[config.mk]
export PLATFORM = sky130hd
export DESIGN_NAME = bmsk_top
export DESIGN_NICKNAME = d
export VERILOG_FILES = /design/src/design/bmsk_pkg.sv /design/src/design/bmsk_pack_if.sv /design/src/design/bmsk_packer.sv /design/src/design/bmsk_top.sv
export VERILOG_INCLUDE_DIRS = /design/src /design/src/design
export SDC_FILE = /design/constraint.sdc
export NUM_CORES = 1
export LEC_CHECK = 0
export ABC_AREA = 1
export BUFFER_PORTS_ARGS = -buffer_cell sky130_fd_sc_hd__buf_2
export CORE_MARGIN = 5
export CORE_UTILIZATION = 25
export CTS_CLUSTER_SIZE = 30
export DETAILED_ROUTE_END_ITERATION = 12
export PLACE_DENSITY_LB_ADDON = 0.05
export SYNTH_ARGS = -nofsm -noshare
export SYNTH_HDL_FRONTEND = slang
export SYNTH_HIERARCHICAL = 1
export SYNTH_SLANG_ARGS = --single-unit
[constraint.sdc]
create_clock -name REF_CLK -period 5.25 [get_ports REF_CLK]
set_clock_uncertainty 0.1 [all_clocks]
set_input_delay 0 -clock REF_CLK [delete_from_list [all_inputs] [get_ports REF_CLK]]
set_output_delay 0 -clock REF_CLK [all_outputs]
set_load 0.03 [all_outputs]
[src/design/bmsk_map.svh]
// bmsk_map.svh: offsets, field positions, reset values and counts for the boot loader
// assumes: included by bare name from the packer and top design modules
`ifndef BMSK_MAP_SVH
`define BMSK_MAP_SVH

`define BMSK_KERNEL_WORDS      9'h100
`define BMSK_EPROM_BYTES       12'h600
`define BMSK_BYTES_PER_WORD    3'h6
`define BMSK_WAIT_STATES       3'h6
`define BMSK_READ_CYCLES       3'h7
`define BMSK_EPROM_BASE_VAR_A  24'h400000
`define BMSK_EPROM_BASE_VAR_B  24'h000000
`define BMSK_EPROM_BASE_VAR_C  24'h800000
`define BMSK_BLOCK0_VAR_A      20'h20000
`define BMSK_BLOCK0_VAR_B      20'h08000
`define BMSK_BLOCK0_VAR_C      20'h40000
`define BMSK_RSTVEC_OFFSET     20'h00004
`define BMSK_NOBOOT_ADDR       20'h20004
`define BMSK_DMA_CH_SMALL      4'h8
`define BMSK_DMA_CH_A          4'h6
`define BMSK_DMA_CH_C_EXT      4'ha
`define BMSK_DMA_CH_C_LINK     4'h8
`define BMSK_DMA_CTL_SMALL     4'h0
`define BMSK_ADDR_CTRL         2'h0
`define BMSK_ADDR_STATUS       2'h1
`define BMSK_ADDR_START        2'h2
`define BMSK_ADDR_COUNT        2'h3
`define BMSK_CTRL_BSO_BIT      0
`define BMSK_CTRL_KDONE_BIT    1
`define BMSK_CTRL_BUSM_BIT     2
`define BMSK_CTRL_TRI_BIT      3
`define BMSK_CTRL_RESET        4'h5

`endif

[src/design/bmsk_pkg.sv]
// bmsk_pkg: types shared by the boot mode loader modules
// assumes: bmsk_map.svh is on the include path
`default_nettype none
package bmsk_pkg;
  typedef enum logic [2:0] {
    BMSK_MODE_NOBOOT = 3'h0,
    BMSK_MODE_HOST   = 3'h1,
    BMSK_MODE_LINK   = 3'h2,
    BMSK_MODE_EPROM  = 3'h3,
    BMSK_MODE_RSVD   = 3'h4
  } bmsk_mode_type;

  typedef enum logic [1:0] {
    BMSK_VAR_A     = 2'h0,
    BMSK_VAR_SMALL = 2'h1,
    BMSK_VAR_C     = 2'h2
  } bmsk_variant_type;

  typedef enum logic [5:0] {
    BMSK_ST_IDLE  = 6'h01,
    BMSK_ST_READ  = 6'h02,
    BMSK_ST_WORD  = 6'h04,
    BMSK_ST_KERN  = 6'h08,
    BMSK_ST_RUN   = 6'h10,
    BMSK_ST_HALT  = 6'h20
  } bmsk_state_type;
endpackage : bmsk_pkg
`default_nettype wire

[src/design/bmsk_pack_if.sv]
// bmsk_pack_if: byte-to-instruction packer handshake between the loader and its packer
// assumes: one clock domain, driven by bmsk_top
`default_nettype none
interface bmsk_pack_if;
  logic        clear;
  logic        byte_valid;
  logic [7:0]  byte_data;
  logic        word_valid;
  logic [47:0] word_data;
  modport loader (output clear, output byte_valid, output byte_data, input word_valid, input word_data);
  modport packer (input clear, input byte_valid, input byte_data, output word_valid, output word_data);
endinterface : bmsk_pack_if
`default_nettype wire

[src/design/bmsk_packer.sv]
// bmsk_packer: packs six boot bytes into one 48-bit instruction, low byte first
// assumes: byte_valid pulses one cycle per byte; clear restarts a word
`default_nettype none
`include "bmsk_map.svh"
module bmsk_packer
  import bmsk_pkg::*;
(
  // clocking
  input  wire logic REF_CLK,
  input  wire logic ARST_N,
  input  wire logic CLK_EN,
  // loader side
  bmsk_pack_if.packer pk
);
  logic [47:0] shift_reg;
  logic [2:0]  count_reg;
  logic        word_valid_reg;

  always_ff @(posedge REF_CLK or negedge ARST_N) begin
    if (!ARST_N) begin
      shift_reg      <= 48'h0;
      count_reg      <= 3'h0;
      word_valid_reg <= 1'b0;
    end else if (CLK_EN) begin
      word_valid_reg <= 1'b0;
      if (pk.clear) begin
        count_reg <= 3'h0;
      end else if (pk.byte_valid) begin
        // low byte arrives first, so new bytes enter at the top
        shift_reg <= {pk.byte_data, shift_reg[47:8]};
        if (count_reg == `BMSK_BYTES_PER_WORD - 3'h1) begin
          count_reg      <= 3'h0;
          word_valid_reg <= 1'b1;
        end else begin
          count_reg <= count_reg + 3'h1;
        end
      end
    end
  end

  assign pk.word_valid = word_valid_reg;
  assign pk.word_data  = shift_reg;
endmodule : bmsk_packer
`default_nettype wire

[src/design/bmsk_top.sv]
// bmsk_top: power-up boot mode select and boot kernel load
// assumes: straps are static, synchronous to REF_CLK; EPROM answers within the fixed read window
//
// Contract
// - load boot kernel after every reset; code loads only in EPROM mode, host and link skip the load
// - DMA copies 256 words of 48 bits
// - boot DMA channel chosen per variant
// - loaded kernel then runs the application load
// - kernel area overwritten by application start
// - start at block 0 of variant
// - reset vector word never executed during boot
// - EPROM strap high selects byte EPROM boot
// - link strap picks link or host boot
// - select pin output in EPROM, else input
// - only bus master drives select output
// - three pins decode boot mode table
// - select output can be three-stated
// - single strap: pin chooses noboot or host
// - single strap EPROM uses low data byte
// - single strap host defaults to 8 bits
// - single strap noboot runs from fixed address
// - bytes packed low first into instructions
// - each EPROM read is seven cycles
// - both counts decrement; stop at zero
// - clearing boot-select bit releases select pin; code keeps the pin driven, deasserted high
//
// The address-and-strobe port and the register offsets are this design's own decisions.
`default_nettype none
`include "bmsk_map.svh"
module bmsk_top
  import bmsk_pkg::*;
#(
  parameter bmsk_variant_type VARIANT = BMSK_VAR_A
)(
  // clock and reset
  input  wire logic        REF_CLK,
  input  wire logic        ARST_N,
  input  wire logic        CLK_EN,
  // boot straps
  input  wire logic        EPROM_BOOT_STRAP,
  input  wire logic        LINK_BOOT_STRAP,
  input  wire logic        SINGLE_EPROM_SELECT_STRAP,
  // boot memory select pin, active low
  input  wire logic        BOOT_MEMORY_SELECT_N_I,
  output logic             BOOT_MEMORY_SELECT_N_O,
  output logic             BOOT_MEMORY_SELECT_N_OE,
  // external EPROM port
  output logic [23:0]      EXT_ADDR,
  output logic             EXT_READ_N,
  input  wire logic [7:0]  EXT_DATA_LOW,
  // internal memory write port
  output logic             MEM_WE,
  output logic [19:0]      MEM_ADDR,
  output logic [47:0]      MEM_WDATA,
  // core start
  output logic             CORE_START,
  output logic [19:0]      CORE_PC,
  // status
  output logic [2:0]       BOOT_MODE,
  output logic             MODE_INVALID,
  output logic [3:0]       DMA_CHANNEL,
  output logic             HOST_BUS_8BIT,
  // register port
  input  wire logic [1:0]  REG_ADDR,
  input  wire logic [15:0] REG_WDATA,
  input  wire logic        REG_WR,
  input  wire logic        REG_RD,
  output logic [15:0]      REG_RDATA
);
  bmsk_pack_if pk ();

  bmsk_packer u_packer (
    .REF_CLK (REF_CLK),
    .ARST_N  (ARST_N),
    .CLK_EN  (CLK_EN),
    .pk      (pk)
  );

  bmsk_state_type state_reg;
  bmsk_state_type state_next;
  bmsk_mode_type  mode_reg;
  logic           sampled_reg;
  logic [3:0]     ctrl_reg;
  logic [8:0]     int_count_reg;
  logic [11:0]    ext_count_reg;
  logic [2:0]     wait_reg;
  logic [19:0]    block0;
  logic [23:0]    eprom_base;
  logic           is_eprom;
  logic           dma_done;
  bmsk_mode_type  mode_next;

  // variant-fixed block 0 and EPROM base addresses
  always_comb begin
    case (VARIANT)
      BMSK_VAR_SMALL: begin
        block0     = `BMSK_BLOCK0_VAR_B;
        eprom_base = `BMSK_EPROM_BASE_VAR_B;
      end
      BMSK_VAR_C: begin
        block0     = `BMSK_BLOCK0_VAR_C;
        eprom_base = `BMSK_EPROM_BASE_VAR_C;
      end
      default: begin
        block0     = `BMSK_BLOCK0_VAR_A;
        eprom_base = `BMSK_EPROM_BASE_VAR_A;
      end
    endcase
  end

  // strap decode; reserved codes yield no DMA
  always_comb begin
    mode_next = BMSK_MODE_RSVD;
    if (VARIANT == BMSK_VAR_SMALL) begin
      if (SINGLE_EPROM_SELECT_STRAP)
        mode_next = BMSK_MODE_EPROM;
      else if (BOOT_MEMORY_SELECT_N_I)
        mode_next = BMSK_MODE_HOST;
      else
        mode_next = BMSK_MODE_NOBOOT;
    end else begin
      case ({EPROM_BOOT_STRAP, LINK_BOOT_STRAP, BOOT_MEMORY_SELECT_N_I})
        3'h0:    mode_next = BMSK_MODE_NOBOOT;
        3'h1:    mode_next = BMSK_MODE_HOST;
        3'h3:    mode_next = BMSK_MODE_LINK;
        3'h4,
        3'h5:    mode_next = BMSK_MODE_EPROM;
        default: mode_next = BMSK_MODE_RSVD;
      endcase
    end
  end

  assign is_eprom = (mode_reg == BMSK_MODE_EPROM);
  assign dma_done = (int_count_reg == 9'h0) && (ext_count_reg == 12'h0);

  // one sample after release; pin is not yet driven then, so it reads as an input
  always_ff @(posedge REF_CLK or negedge ARST_N) begin
    if (!ARST_N) begin
      sampled_reg  <= 1'b0;
      mode_reg     <= BMSK_MODE_RSVD;
      BOOT_MODE    <= 3'h4;
      MODE_INVALID <= 1'b0;
    end else if (CLK_EN && !sampled_reg) begin
      sampled_reg  <= 1'b1;
      mode_reg     <= mode_next;
      BOOT_MODE    <= mode_next;
      MODE_INVALID <= (mode_next == BMSK_MODE_RSVD);
    end
  end

  // boot DMA channel: small part programs channel 8 through channel-0 control
  always_ff @(posedge REF_CLK or negedge ARST_N) begin
    if (!ARST_N) begin
      DMA_CHANNEL   <= 4'h0;
      HOST_BUS_8BIT <= 1'b0;
    end else if (CLK_EN && !sampled_reg) begin
      HOST_BUS_8BIT <= (VARIANT == BMSK_VAR_SMALL) && (mode_next == BMSK_MODE_HOST);
      if (VARIANT == BMSK_VAR_SMALL)
        DMA_CHANNEL <= `BMSK_DMA_CH_SMALL;
      else if (VARIANT == BMSK_VAR_C)
        DMA_CHANNEL <= (mode_next == BMSK_MODE_LINK) ? `BMSK_DMA_CH_C_LINK : `BMSK_DMA_CH_C_EXT;
      else
        DMA_CHANNEL <= `BMSK_DMA_CH_A;
    end
  end

  // sequencer
  always_comb begin
    state_next = state_reg;
    case (state_reg)
      BMSK_ST_IDLE: begin
        if (sampled_reg) begin
          if (mode_reg == BMSK_MODE_RSVD)
            state_next = BMSK_ST_HALT;
          else if (mode_reg == BMSK_MODE_NOBOOT)
            state_next = BMSK_ST_RUN;
          else if (is_eprom)
            state_next = BMSK_ST_READ;
          else
            state_next = BMSK_ST_KERN;
        end
      end
      BMSK_ST_READ: if (wait_reg == `BMSK_WAIT_STATES) state_next = BMSK_ST_WORD;
      BMSK_ST_WORD: begin
        // the last word is counted a cycle after its last byte, so hold here until both counts are zero
        if (dma_done)
          state_next = BMSK_ST_KERN;
        else if (ext_count_reg != 12'h0)
          state_next = BMSK_ST_READ;
      end
      BMSK_ST_KERN: if (!ctrl_reg[`BMSK_CTRL_BSO_BIT] && ctrl_reg[`BMSK_CTRL_KDONE_BIT]) state_next = BMSK_ST_RUN;
      BMSK_ST_RUN:  state_next = BMSK_ST_RUN;
      BMSK_ST_HALT: state_next = BMSK_ST_HALT;
      default:      state_next = BMSK_ST_HALT;
    endcase
  end

  always_ff @(posedge REF_CLK or negedge ARST_N) begin
    if (!ARST_N)
      state_reg <= BMSK_ST_IDLE;
    else if (CLK_EN)
      state_reg <= state_next;
  end

  // read strobe held seven cycles: one plus six wait states
  always_ff @(posedge REF_CLK or negedge ARST_N) begin
    if (!ARST_N) begin
      wait_reg   <= 3'h0;
      EXT_READ_N <= 1'b1;
    end else if (CLK_EN) begin
      if (state_next == BMSK_ST_READ) begin
        EXT_READ_N <= 1'b0;
        wait_reg   <= (state_reg == BMSK_ST_READ) ? wait_reg + 3'h1 : 3'h0;
      end else begin
        EXT_READ_N <= 1'b1;
        wait_reg   <= 3'h0;
      end
    end
  end

  // byte capture at the last read cycle; counts step per transfer
  assign pk.clear      = (state_reg == BMSK_ST_IDLE);
  assign pk.byte_valid = (state_reg == BMSK_ST_READ) && (wait_reg == `BMSK_WAIT_STATES);
  assign pk.byte_data  = EXT_DATA_LOW;

  always_ff @(posedge REF_CLK or negedge ARST_N) begin
    if (!ARST_N) begin
      int_count_reg <= `BMSK_KERNEL_WORDS;
      ext_count_reg <= `BMSK_EPROM_BYTES;
      EXT_ADDR      <= 24'h0;
    end else if (CLK_EN) begin
      if (state_reg == BMSK_ST_IDLE) begin
        int_count_reg <= `BMSK_KERNEL_WORDS;
        ext_count_reg <= `BMSK_EPROM_BYTES;
        EXT_ADDR      <= eprom_base;
      end else begin
        if (pk.byte_valid) begin
          ext_count_reg <= ext_count_reg - 12'h1;
          EXT_ADDR      <= EXT_ADDR + 24'h1;
        end
        if (pk.word_valid && int_count_reg != 9'h0)
          int_count_reg <= int_count_reg - 9'h1;
      end
    end
  end

  // kernel words land from block 0 upward
  always_ff @(posedge REF_CLK or negedge ARST_N) begin
    if (!ARST_N) begin
      MEM_WE    <= 1'b0;
      MEM_ADDR  <= 20'h0;
      MEM_WDATA <= 48'h0;
    end else if (CLK_EN) begin
      MEM_WE <= pk.word_valid;
      if (pk.word_valid) begin
        MEM_ADDR  <= block0 + {11'h0, `BMSK_KERNEL_WORDS - int_count_reg};
        MEM_WDATA <= pk.word_data;
      end
    end
  end

  // core start: kernel at block 0 skipping reset vector, then app at block 0
  always_ff @(posedge REF_CLK or negedge ARST_N) begin
    if (!ARST_N) begin
      CORE_START <= 1'b0;
      CORE_PC    <= 20'h0;
    end else if (CLK_EN) begin
      if (state_reg != BMSK_ST_KERN && state_next == BMSK_ST_KERN) begin
        CORE_START <= 1'b1;
        CORE_PC    <= block0 + `BMSK_RSTVEC_OFFSET + 20'h1;
      end else if (state_reg != BMSK_ST_RUN && state_next == BMSK_ST_RUN) begin
        CORE_START <= 1'b1;
        CORE_PC    <= (mode_reg == BMSK_MODE_NOBOOT) ?
                      ((VARIANT == BMSK_VAR_SMALL) ? `BMSK_NOBOOT_ADDR : block0) :
                      block0;
      end else begin
        CORE_START <= 1'b0;
      end
    end
  end

  // control register: boot-select override, kernel done, bus master, three-state
  always_ff @(posedge REF_CLK or negedge ARST_N) begin
    if (!ARST_N)
      ctrl_reg <= `BMSK_CTRL_RESET;
    else if (CLK_EN && REG_WR && REG_ADDR == `BMSK_ADDR_CTRL)
      ctrl_reg <= REG_WDATA[3:0];
  end

  // select pin drives only in EPROM mode, as bus master, with three-state bit clear
  always_ff @(posedge REF_CLK or negedge ARST_N) begin
    if (!ARST_N) begin
      BOOT_MEMORY_SELECT_N_OE <= 1'b0;
      BOOT_MEMORY_SELECT_N_O  <= 1'b1;
    end else if (CLK_EN) begin
      BOOT_MEMORY_SELECT_N_OE <= is_eprom && sampled_reg
                                 && ctrl_reg[`BMSK_CTRL_BUSM_BIT]
                                 && !ctrl_reg[`BMSK_CTRL_TRI_BIT];
      BOOT_MEMORY_SELECT_N_O  <= !(is_eprom && ctrl_reg[`BMSK_CTRL_BSO_BIT]
                                   && state_next == BMSK_ST_READ);
    end
  end

  // read data one cycle after the strobe; unmapped reads return zero
  always_ff @(posedge REF_CLK or negedge ARST_N) begin
    if (!ARST_N)
      REG_RDATA <= 16'h0;
    else if (CLK_EN) begin
      if (REG_RD) begin
        case (REG_ADDR)
          `BMSK_ADDR_CTRL:   REG_RDATA <= {12'h0, ctrl_reg};
          `BMSK_ADDR_STATUS: REG_RDATA <= {2'h0, DMA_CHANNEL, state_reg, MODE_INVALID, BOOT_MODE};
          `BMSK_ADDR_START:  REG_RDATA <= CORE_PC[15:0];
          `BMSK_ADDR_COUNT:  REG_RDATA <= {7'h0, int_count_reg};
          default:           REG_RDATA <= 16'h0;
        endcase
      end else begin
        REG_RDATA <= 16'h0;
      end
    end
  end
endmodule : bmsk_top
`default_nettype wire

# Word level (Yosys, flattened, before mapping)

Index checks and enable logic that the tools add are counted.

Flip-flop bits (word level): 225
Bits in latches: 0
RAM bits: 0
ROM bits: 0
Input bits: 35
Output and inout port bits: 142
Logic and storage cells: 117
Memories kept: 0

$add $sub $neg: 7
$mul: 0
Div/mod/pow operators: 0
$lt $le $gt $ge: 0
Eq/ne operators: 22
Shift operators: 0
Multiplexer cells: 31
Bitwise logic cells: 1
Reduce and logical (&&, ||, !) cells: 34

Operator list:

| cell                  | count |
|---|---|
| $pmux 16 s4           | 1 |
| $mux 24               | 2 |
| $mux 20               | 2 |
| $mux 6                | 6 |
| $pmux 6 s5            | 1 |
| $add 24x1->24 const B | 1 |
| $mux 12               | 2 |
| $add 18x9->19 const A | 1 |
| $eq 3x3->1 const B    | 6 |
| $mux 9                | 2 |
| $mux 16               | 1 |
| $mux 3                | 5 |
| $logic_and 1x1->1     | 14 |
| $eq 6x2->1 const B    | 2 |
| $eq 6x4->1 const B    | 2 |
| $eq 6x5->1 const B    | 2 |
| $logic_not 12->1      | 1 |
| $pmux 3 s4            | 1 |
| $reduce_bool 12->1    | 1 |
| $sub 12x1->12 const B | 1 |
| $logic_not 9->1       | 1 |
| $reduce_bool 9->1     | 1 |
| $sub 9x1->9 const B   | 1 |
| $sub 9x9->9 const A   | 1 |
| other kinds (20)      | 37 |

# Longest topological paths before layout

Depth in word-level cells: 10
Mapped depth: 16
Depth with buffers taken out: 16

# Cells and area by module

The synthesis kept the hierarchy.

Modules (own cells, without submodules):

| module      | instances | cells each | area each (µm²) | seq. area each (µm²) |
|---|---|---|---|---|
| bmsk_top    | 1         | 877        | 7003.0          | 3489.6 |
| bmsk_packer | 1         | 215        | 2021.9          | 1301.2 |

# Worst setup path after synthesis

No wires, ideal clock.

Path kind: register -> register
Start point: register int_count_reg[0]
End point: register CORE_PC[2]
Setup time: 0.121 ns
Data arrival time: 1.722 ns
Data required time: 5.029 ns
Path slack: 3.308 ns
Stages on the path, launching flop included: 17
Path buffers: 0
Cells stage by stage: dfrtp_1 inv_1 ha_1 nand2_1 nor2_1 inv_1 nor2_1 ha_1 inv_1 nand2_1 nand4_1 nor2_1 nor2_1 nand2_1 nand2_1 nand2_1 nand2_1

Longest elaborated chain between the ends: 8
Elaborated cells between the ends (all ways): 11
Those cells by class: eq/ne: 2; mux: 3; reduce/logical: 6

RTL lines:

| what                                     | RTL line                         | source |
|---|---|---|
| start, declared                          | bmsk_top.sv:84                   | `logic [8:0] int_count_reg;` |
| start signal, assigned                   | bmsk_top.sv:228                  | `` int_count_reg <= `BMSK_KERNEL_WORDS; `` |
| start signal, assigned                   | bmsk_top.sv:233                  | `` int_count_reg <= `BMSK_KERNEL_WORDS; `` |
| start signal, assigned                   | bmsk_top.sv:242                  | `int_count_reg <= int_count_reg - 9'h1;` |
| $logic_not 9->1 (*)                      | bmsk_top.sv:134                  | `assign dma_done = (int_count_reg == 9'h0) && (ext_count_reg == 12'h0);` |
| $logic_and 1x1->1 (*)                    | bmsk_top.sv:134                  |  |
| $mux 6 (*)                               | bmsk_top.sv:186                  | `if (dma_done)` |
| $pmux 6 s5 (*)                           | bmsk_top.sv:170                  | `case (state_reg)` |
| $eq 6x4->1 or $eq 6x5->1 (tied branches) | bmsk_top.sv:268, bmsk_top.sv:271 |  |
| $logic_and 1x1->1 (on tied branches)     | bmsk_top.sv:268, bmsk_top.sv:271 |  |
| $reduce_bool 2->1 (no line)              | -                                |  |
| $reduce_and 2->1 (no line)               | -                                |  |
| end signal, assigned                     | bmsk_top.sv:270                  | `` CORE_PC <= block0 + `BMSK_RSTVEC_OFFSET + 20'h1; `` |
| end signal, assigned                     | bmsk_top.sv:273                  | `CORE_PC <= (mode_reg == BMSK_MODE_NOBOOT) ?` |
| end, declared                            | bmsk_top.sv:57                   | `output logic [19:0] CORE_PC,` |

Mark *: on every way between the ends. The rest lies on a longest branch, timed or not.
A chain may end at the register's enable or synchronous reset.

# Final worst setup path

Start point: register state_reg[3]
End point: register EXT_ADDR[1]

Longest elaborated chain between the ends: 4
Elaborated cells between the ends (all ways): 6
Those cells by class: eq/ne: 2; mux: 1; reduce/logical: 3

RTL lines:

| what                        | RTL line        | source |
|---|---|---|
| start, declared             | bmsk_top.sv:79  | `bmsk_state_type state_reg;` |
| start signal, assigned      | bmsk_top.sv:202 | `state_reg <= state_next;` |
| $eq 6x2->1                  | bmsk_top.sv:223 | `` assign pk.byte_valid = (state_reg == BMSK_ST_READ) && (wait_reg == `BMSK_WAIT_STATES); `` |
| $logic_and 1x1->1           | bmsk_top.sv:223 |  |
| $reduce_bool 2->1 (no line) | -               |  |
| $reduce_and 2->1 (no line)  | -               |  |
| end signal, assigned        | bmsk_top.sv:235 | `EXT_ADDR <= eprom_base;` |
| end signal, assigned        | bmsk_top.sv:239 | `EXT_ADDR <= EXT_ADDR + 24'h1;` |
| end, declared               | bmsk_top.sv:48  | `output logic [23:0] EXT_ADDR,` |

Parallel ways exist; a longest one is shown, timed or not.

==> results.py <==
metrics = {
    "outcome": {
        "outcome": "finished, final reports clean",
    },
    "detailed_routing": {
        "wire_per_inst_um": 15.6,
        "viasPerCell": 4.27,
        "drc": 0,
        "drt_pass1_iterations": 5,
        "first_iter_violations": 348,
        "drt-total-wl_um": 26700,
        "antenna_left": 0,
        "routed-via-count": 7307,
    },
    "power": {
        "power_density_mw_per_mm2": 294,
        "intPower_uw": 2310,
        "p_clk_share_pct": 40.7,
        "p_leak_uw": 0.00565,
        "pwr-share-comb_pct": 10.0,
        "swShare_pct": 27.4,
        "power_frac_seq_pct": 49.3,
        "switching_power_uw": 871,
        "power_uw": 3180,
        "vdd_drop_max_mv": 0.225,
    },
    "logic_synthesis": {
        "ys_top_cells_by_area": "dfrtp_1 (50%), nand2_1 (17%), o21ai_0 (4.0%)",
        "synth.top_cell.area_share_pct": 50.5,
        "synth_seq_cells": 191,
        "synth_compound_area_share_pct": 8.01,
        "synth.distinct_cells": 45,
        "yosysTopAreaCell": "dfrtp_1",
        "yosys-mux-area-fraction_pct": 0.250,
        "synth_xor_area_share_pct": 1.55,
        "synth_area_mm2": 0.00902,
        "synthAdderAreaFrac_pct": 0.970,
        "postSynthAreaPerCell_um2": 8.26,
        "yosys.area_share.simple_pct": 27.0,
        "yosysWarnings": 6,
        "ys_seq_area_share_pct": 53.1,
        "syn_inst": 1092,
        "synth_top_family_by_area": "simple AND/OR/NAND/NOR gates",
    },
    "sta": {
        "slew_headroom_pct": 37.6,
        "tightest_slew_ps": 936,
        "fmax_ghz": 0.381,
        "drv_slew": 0,
        "grt_setup_unrepaired": "false",
        "setup_viol": 0,
        "hold_violations": 0,
        "finalSetupTns_ps": 0,
        "fin_ws_ps": 2630,
        "fin_crit_sh_pct": 50.0,
        "timing.final.crit_period_ps": 2620,
    },
    "die": {
        "io_pins": 177,
        "num_rows": 69,
        "start_util_pct": 25.4,
        "die_w_um": 200,
        "die_area_mm2": 0.0400,
        "core_mm2": 0.0356,
        "die-height_um": 200,
    },
    "min_path": {
        "min_path_type": "in2async",
    },
    "worst_setup_path": {
        "cp.required_ps": 5490,
        "critPathKind": "reg2reg",
        "max_stage_delay_ps": 500,
        "endpoint_kind": "register",
        "crit_path_max_fanout": 45,
        "worstPathCellList": "nor2_2, nand2_2, nor2_4, nand2_4, nand2_4, inv_2, a22o_1",
        "slowest_stage": "nor2_4",
        "critPathLaunchType": "register",
        "worstPathArrival_ps": 2860,
        "crit_path_frequent_cell": "nand2_4",
        "cp_top_family": "simple AND/OR/NAND/NOR gates",
        "path_buf_inv": 1,
    },
    "grt": {
        "grt_max_degree": 103,
        "antenna_found_initial": 0,
        "overflow": 0,
        "grt_pass1_vias": 7596,
        "track_usage_pct": 13.7,
        "grt_pass1_wl_um": 42800,
    },
    "cts": {
        "cts_sinks": 191,
        "numCtsBuffers": 17,
        "clk_pin_slew_ps": 80,
        "cts-root-buf": "clkbuf_16",
        "clock_latency_ps": 450,
        "clk_path_buf_depth": 2,
        "post_cts_resized": 0,
        "cts_tree": "yes",
        "cts_htree_levels": 4,
    },
    "placed_design": {
        "placedInstanceArea_mm2": 0.00994,
        "place_hpwl_um": 18000,
        "gp_congestion": 0.782,
        "dp_slack_ps": 2560,
        "port_buffers": 129,
    },
    "final_layout": {
        "fin_nets": 1280,
        "mostFrequentLayoutCells": "nand2_1 (415), dfrtp_1 (182), buf_2 (128)",
        "synthToLayoutAreaGrowth_pct": 20.0,
        "layout-drive-gt1-share_pct": 15.7,
        "diodes": 0,
        "layout_commonest_cell": "nand2_1",
        "finalInstanceArea_mm2": 0.0108,
    },
    "run": {
        "drv_cap": 0,
    },
}
[through the flow]
stage	hold slack, ps	util [%]	cells
detailed placement	77.8	27.9	1647
CTS	150	30.4	1711
global route	140	30.4	1711
global placement	76.2	27.9	1647
finish	86.5	30.4	1711
floorplan	-396	-	1125
[repair_timing]
| item | CTS | global route |
|---|---|---|
| hold buffers | 33 | 0 |
| setup buffers | 0 | 0 |
| hold endpoints to repair | 126 | 0 |
[cells in the mapped netlist]
cell	n
buf_2	14
o21ai_0	73
nand3_1	40
or2_2	2
a22oi_1	2
and2_1	1
o21a_1	1
nand3_4	1
buf_4	44
o21bai_1	5
a21o_1	2
nor2_4	2
nor2_1	85
nor2_8	1
o21ai_2	1
dfrtp_1	182
nand2_1	416
nor3_1	2
mux2_2	2
a21oi_1	11
o41ai_1	1
nand4_1	28
clkbuf_1	12
o22ai_1	7
and3_1	1
o31ai_2	2
xnor2_1	4
nand3b_1	2
conb_1	1
buf_6	4
inv_2	2
a22o_1	3
o211ai_1	4
o21ai_1	4
o221ai_1	2
a32o_1	1
inv_1	85
xor2_1	12
dfstp_2	9
a31oi_1	6
nand2_2	3
ha_1	7
nor2_2	2
nand3b_4	1
nand2_4	2
[final timing paths]
kind | startpoint | end | slack (ps) | cells past startpoint
max reg2reg | state_reg[3]$_DFFE_PN0P_ | EXT_ADDR[1]$_DFFE_PN0P_ | 2630 | 7
max | state_reg[3]$_DFFE_PN0P_ | EXT_ADDR[1]$_DFFE_PN0P_ | 2630 | 7
min reg2reg | CORE_PC[17]$_DFFE_PN0P_ | CORE_PC[17]$_DFFE_PN0P_ | 360 | 2
max in group asynchronous | ARST_N | EXT_ADDR[11]$_DFFE_PN0P_ | 3630 | 3
min | ARST_N | EXT_ADDR[21]$_DFFE_PN0P_ | 90 | 2
min in group REF_CLK | EXT_DATA_LOW[4] | u_packer/pk.word_data[44]$_DFFE_PN0P_ | 200 | 4
[logic make-up (layout without fill, tap and decap cells)]
logic type / after synthesis / in the layout
AOI/OAI and AO/OA: 125 / 125
other: 1 / 34
buffers and inverters: 161 / 286
adders and majority gates: 7 / 7
DFF: 191 / 191
muxes: 2 / 2
and+or+nand+nor: 589 / 589
xor gates and xnor gates: 16 / 16
[area by class of cell]
cell class                      instances  area [um2]
Fill cell                            3891       24700
Clock buffer                           22         474
Inverter                               87         327
Sequential cell                       191        4790
Tap cell                              461         577
Clock inverter                          9        83.8
Timing Repair Buffer                  168        1030
Multi-Input combinational cell        773        3540
[power groups by stage]
| stage | Clock (uW) | Combinational [uW] | Sequential (uW) |
|---|---|---|---|
| finish | 1300 | 317 | 1570 |
| global route | 1410 | 352 | 1570 |
| CTS | 1360 | 325 | 1570 |
| detailed placement | 0 | 297 | 1600 |
| global placement | 0 | 299 | 1600 |
| floorplan | 0 | 139 | 1650 |
[metal layers]
layer | track usage [%] | wire, um | vias up
met1 | 18.3 | 12700 | 3509
met4 | 3.17 | 218 | 0
met5 | 0 | 0 | -
met3 | 3.21 | 943 | 14
met2 | 22.8 | 12900 | 95
li1 | - | - | 3689
Note: power is estimated with default switching activity, not from simulation.
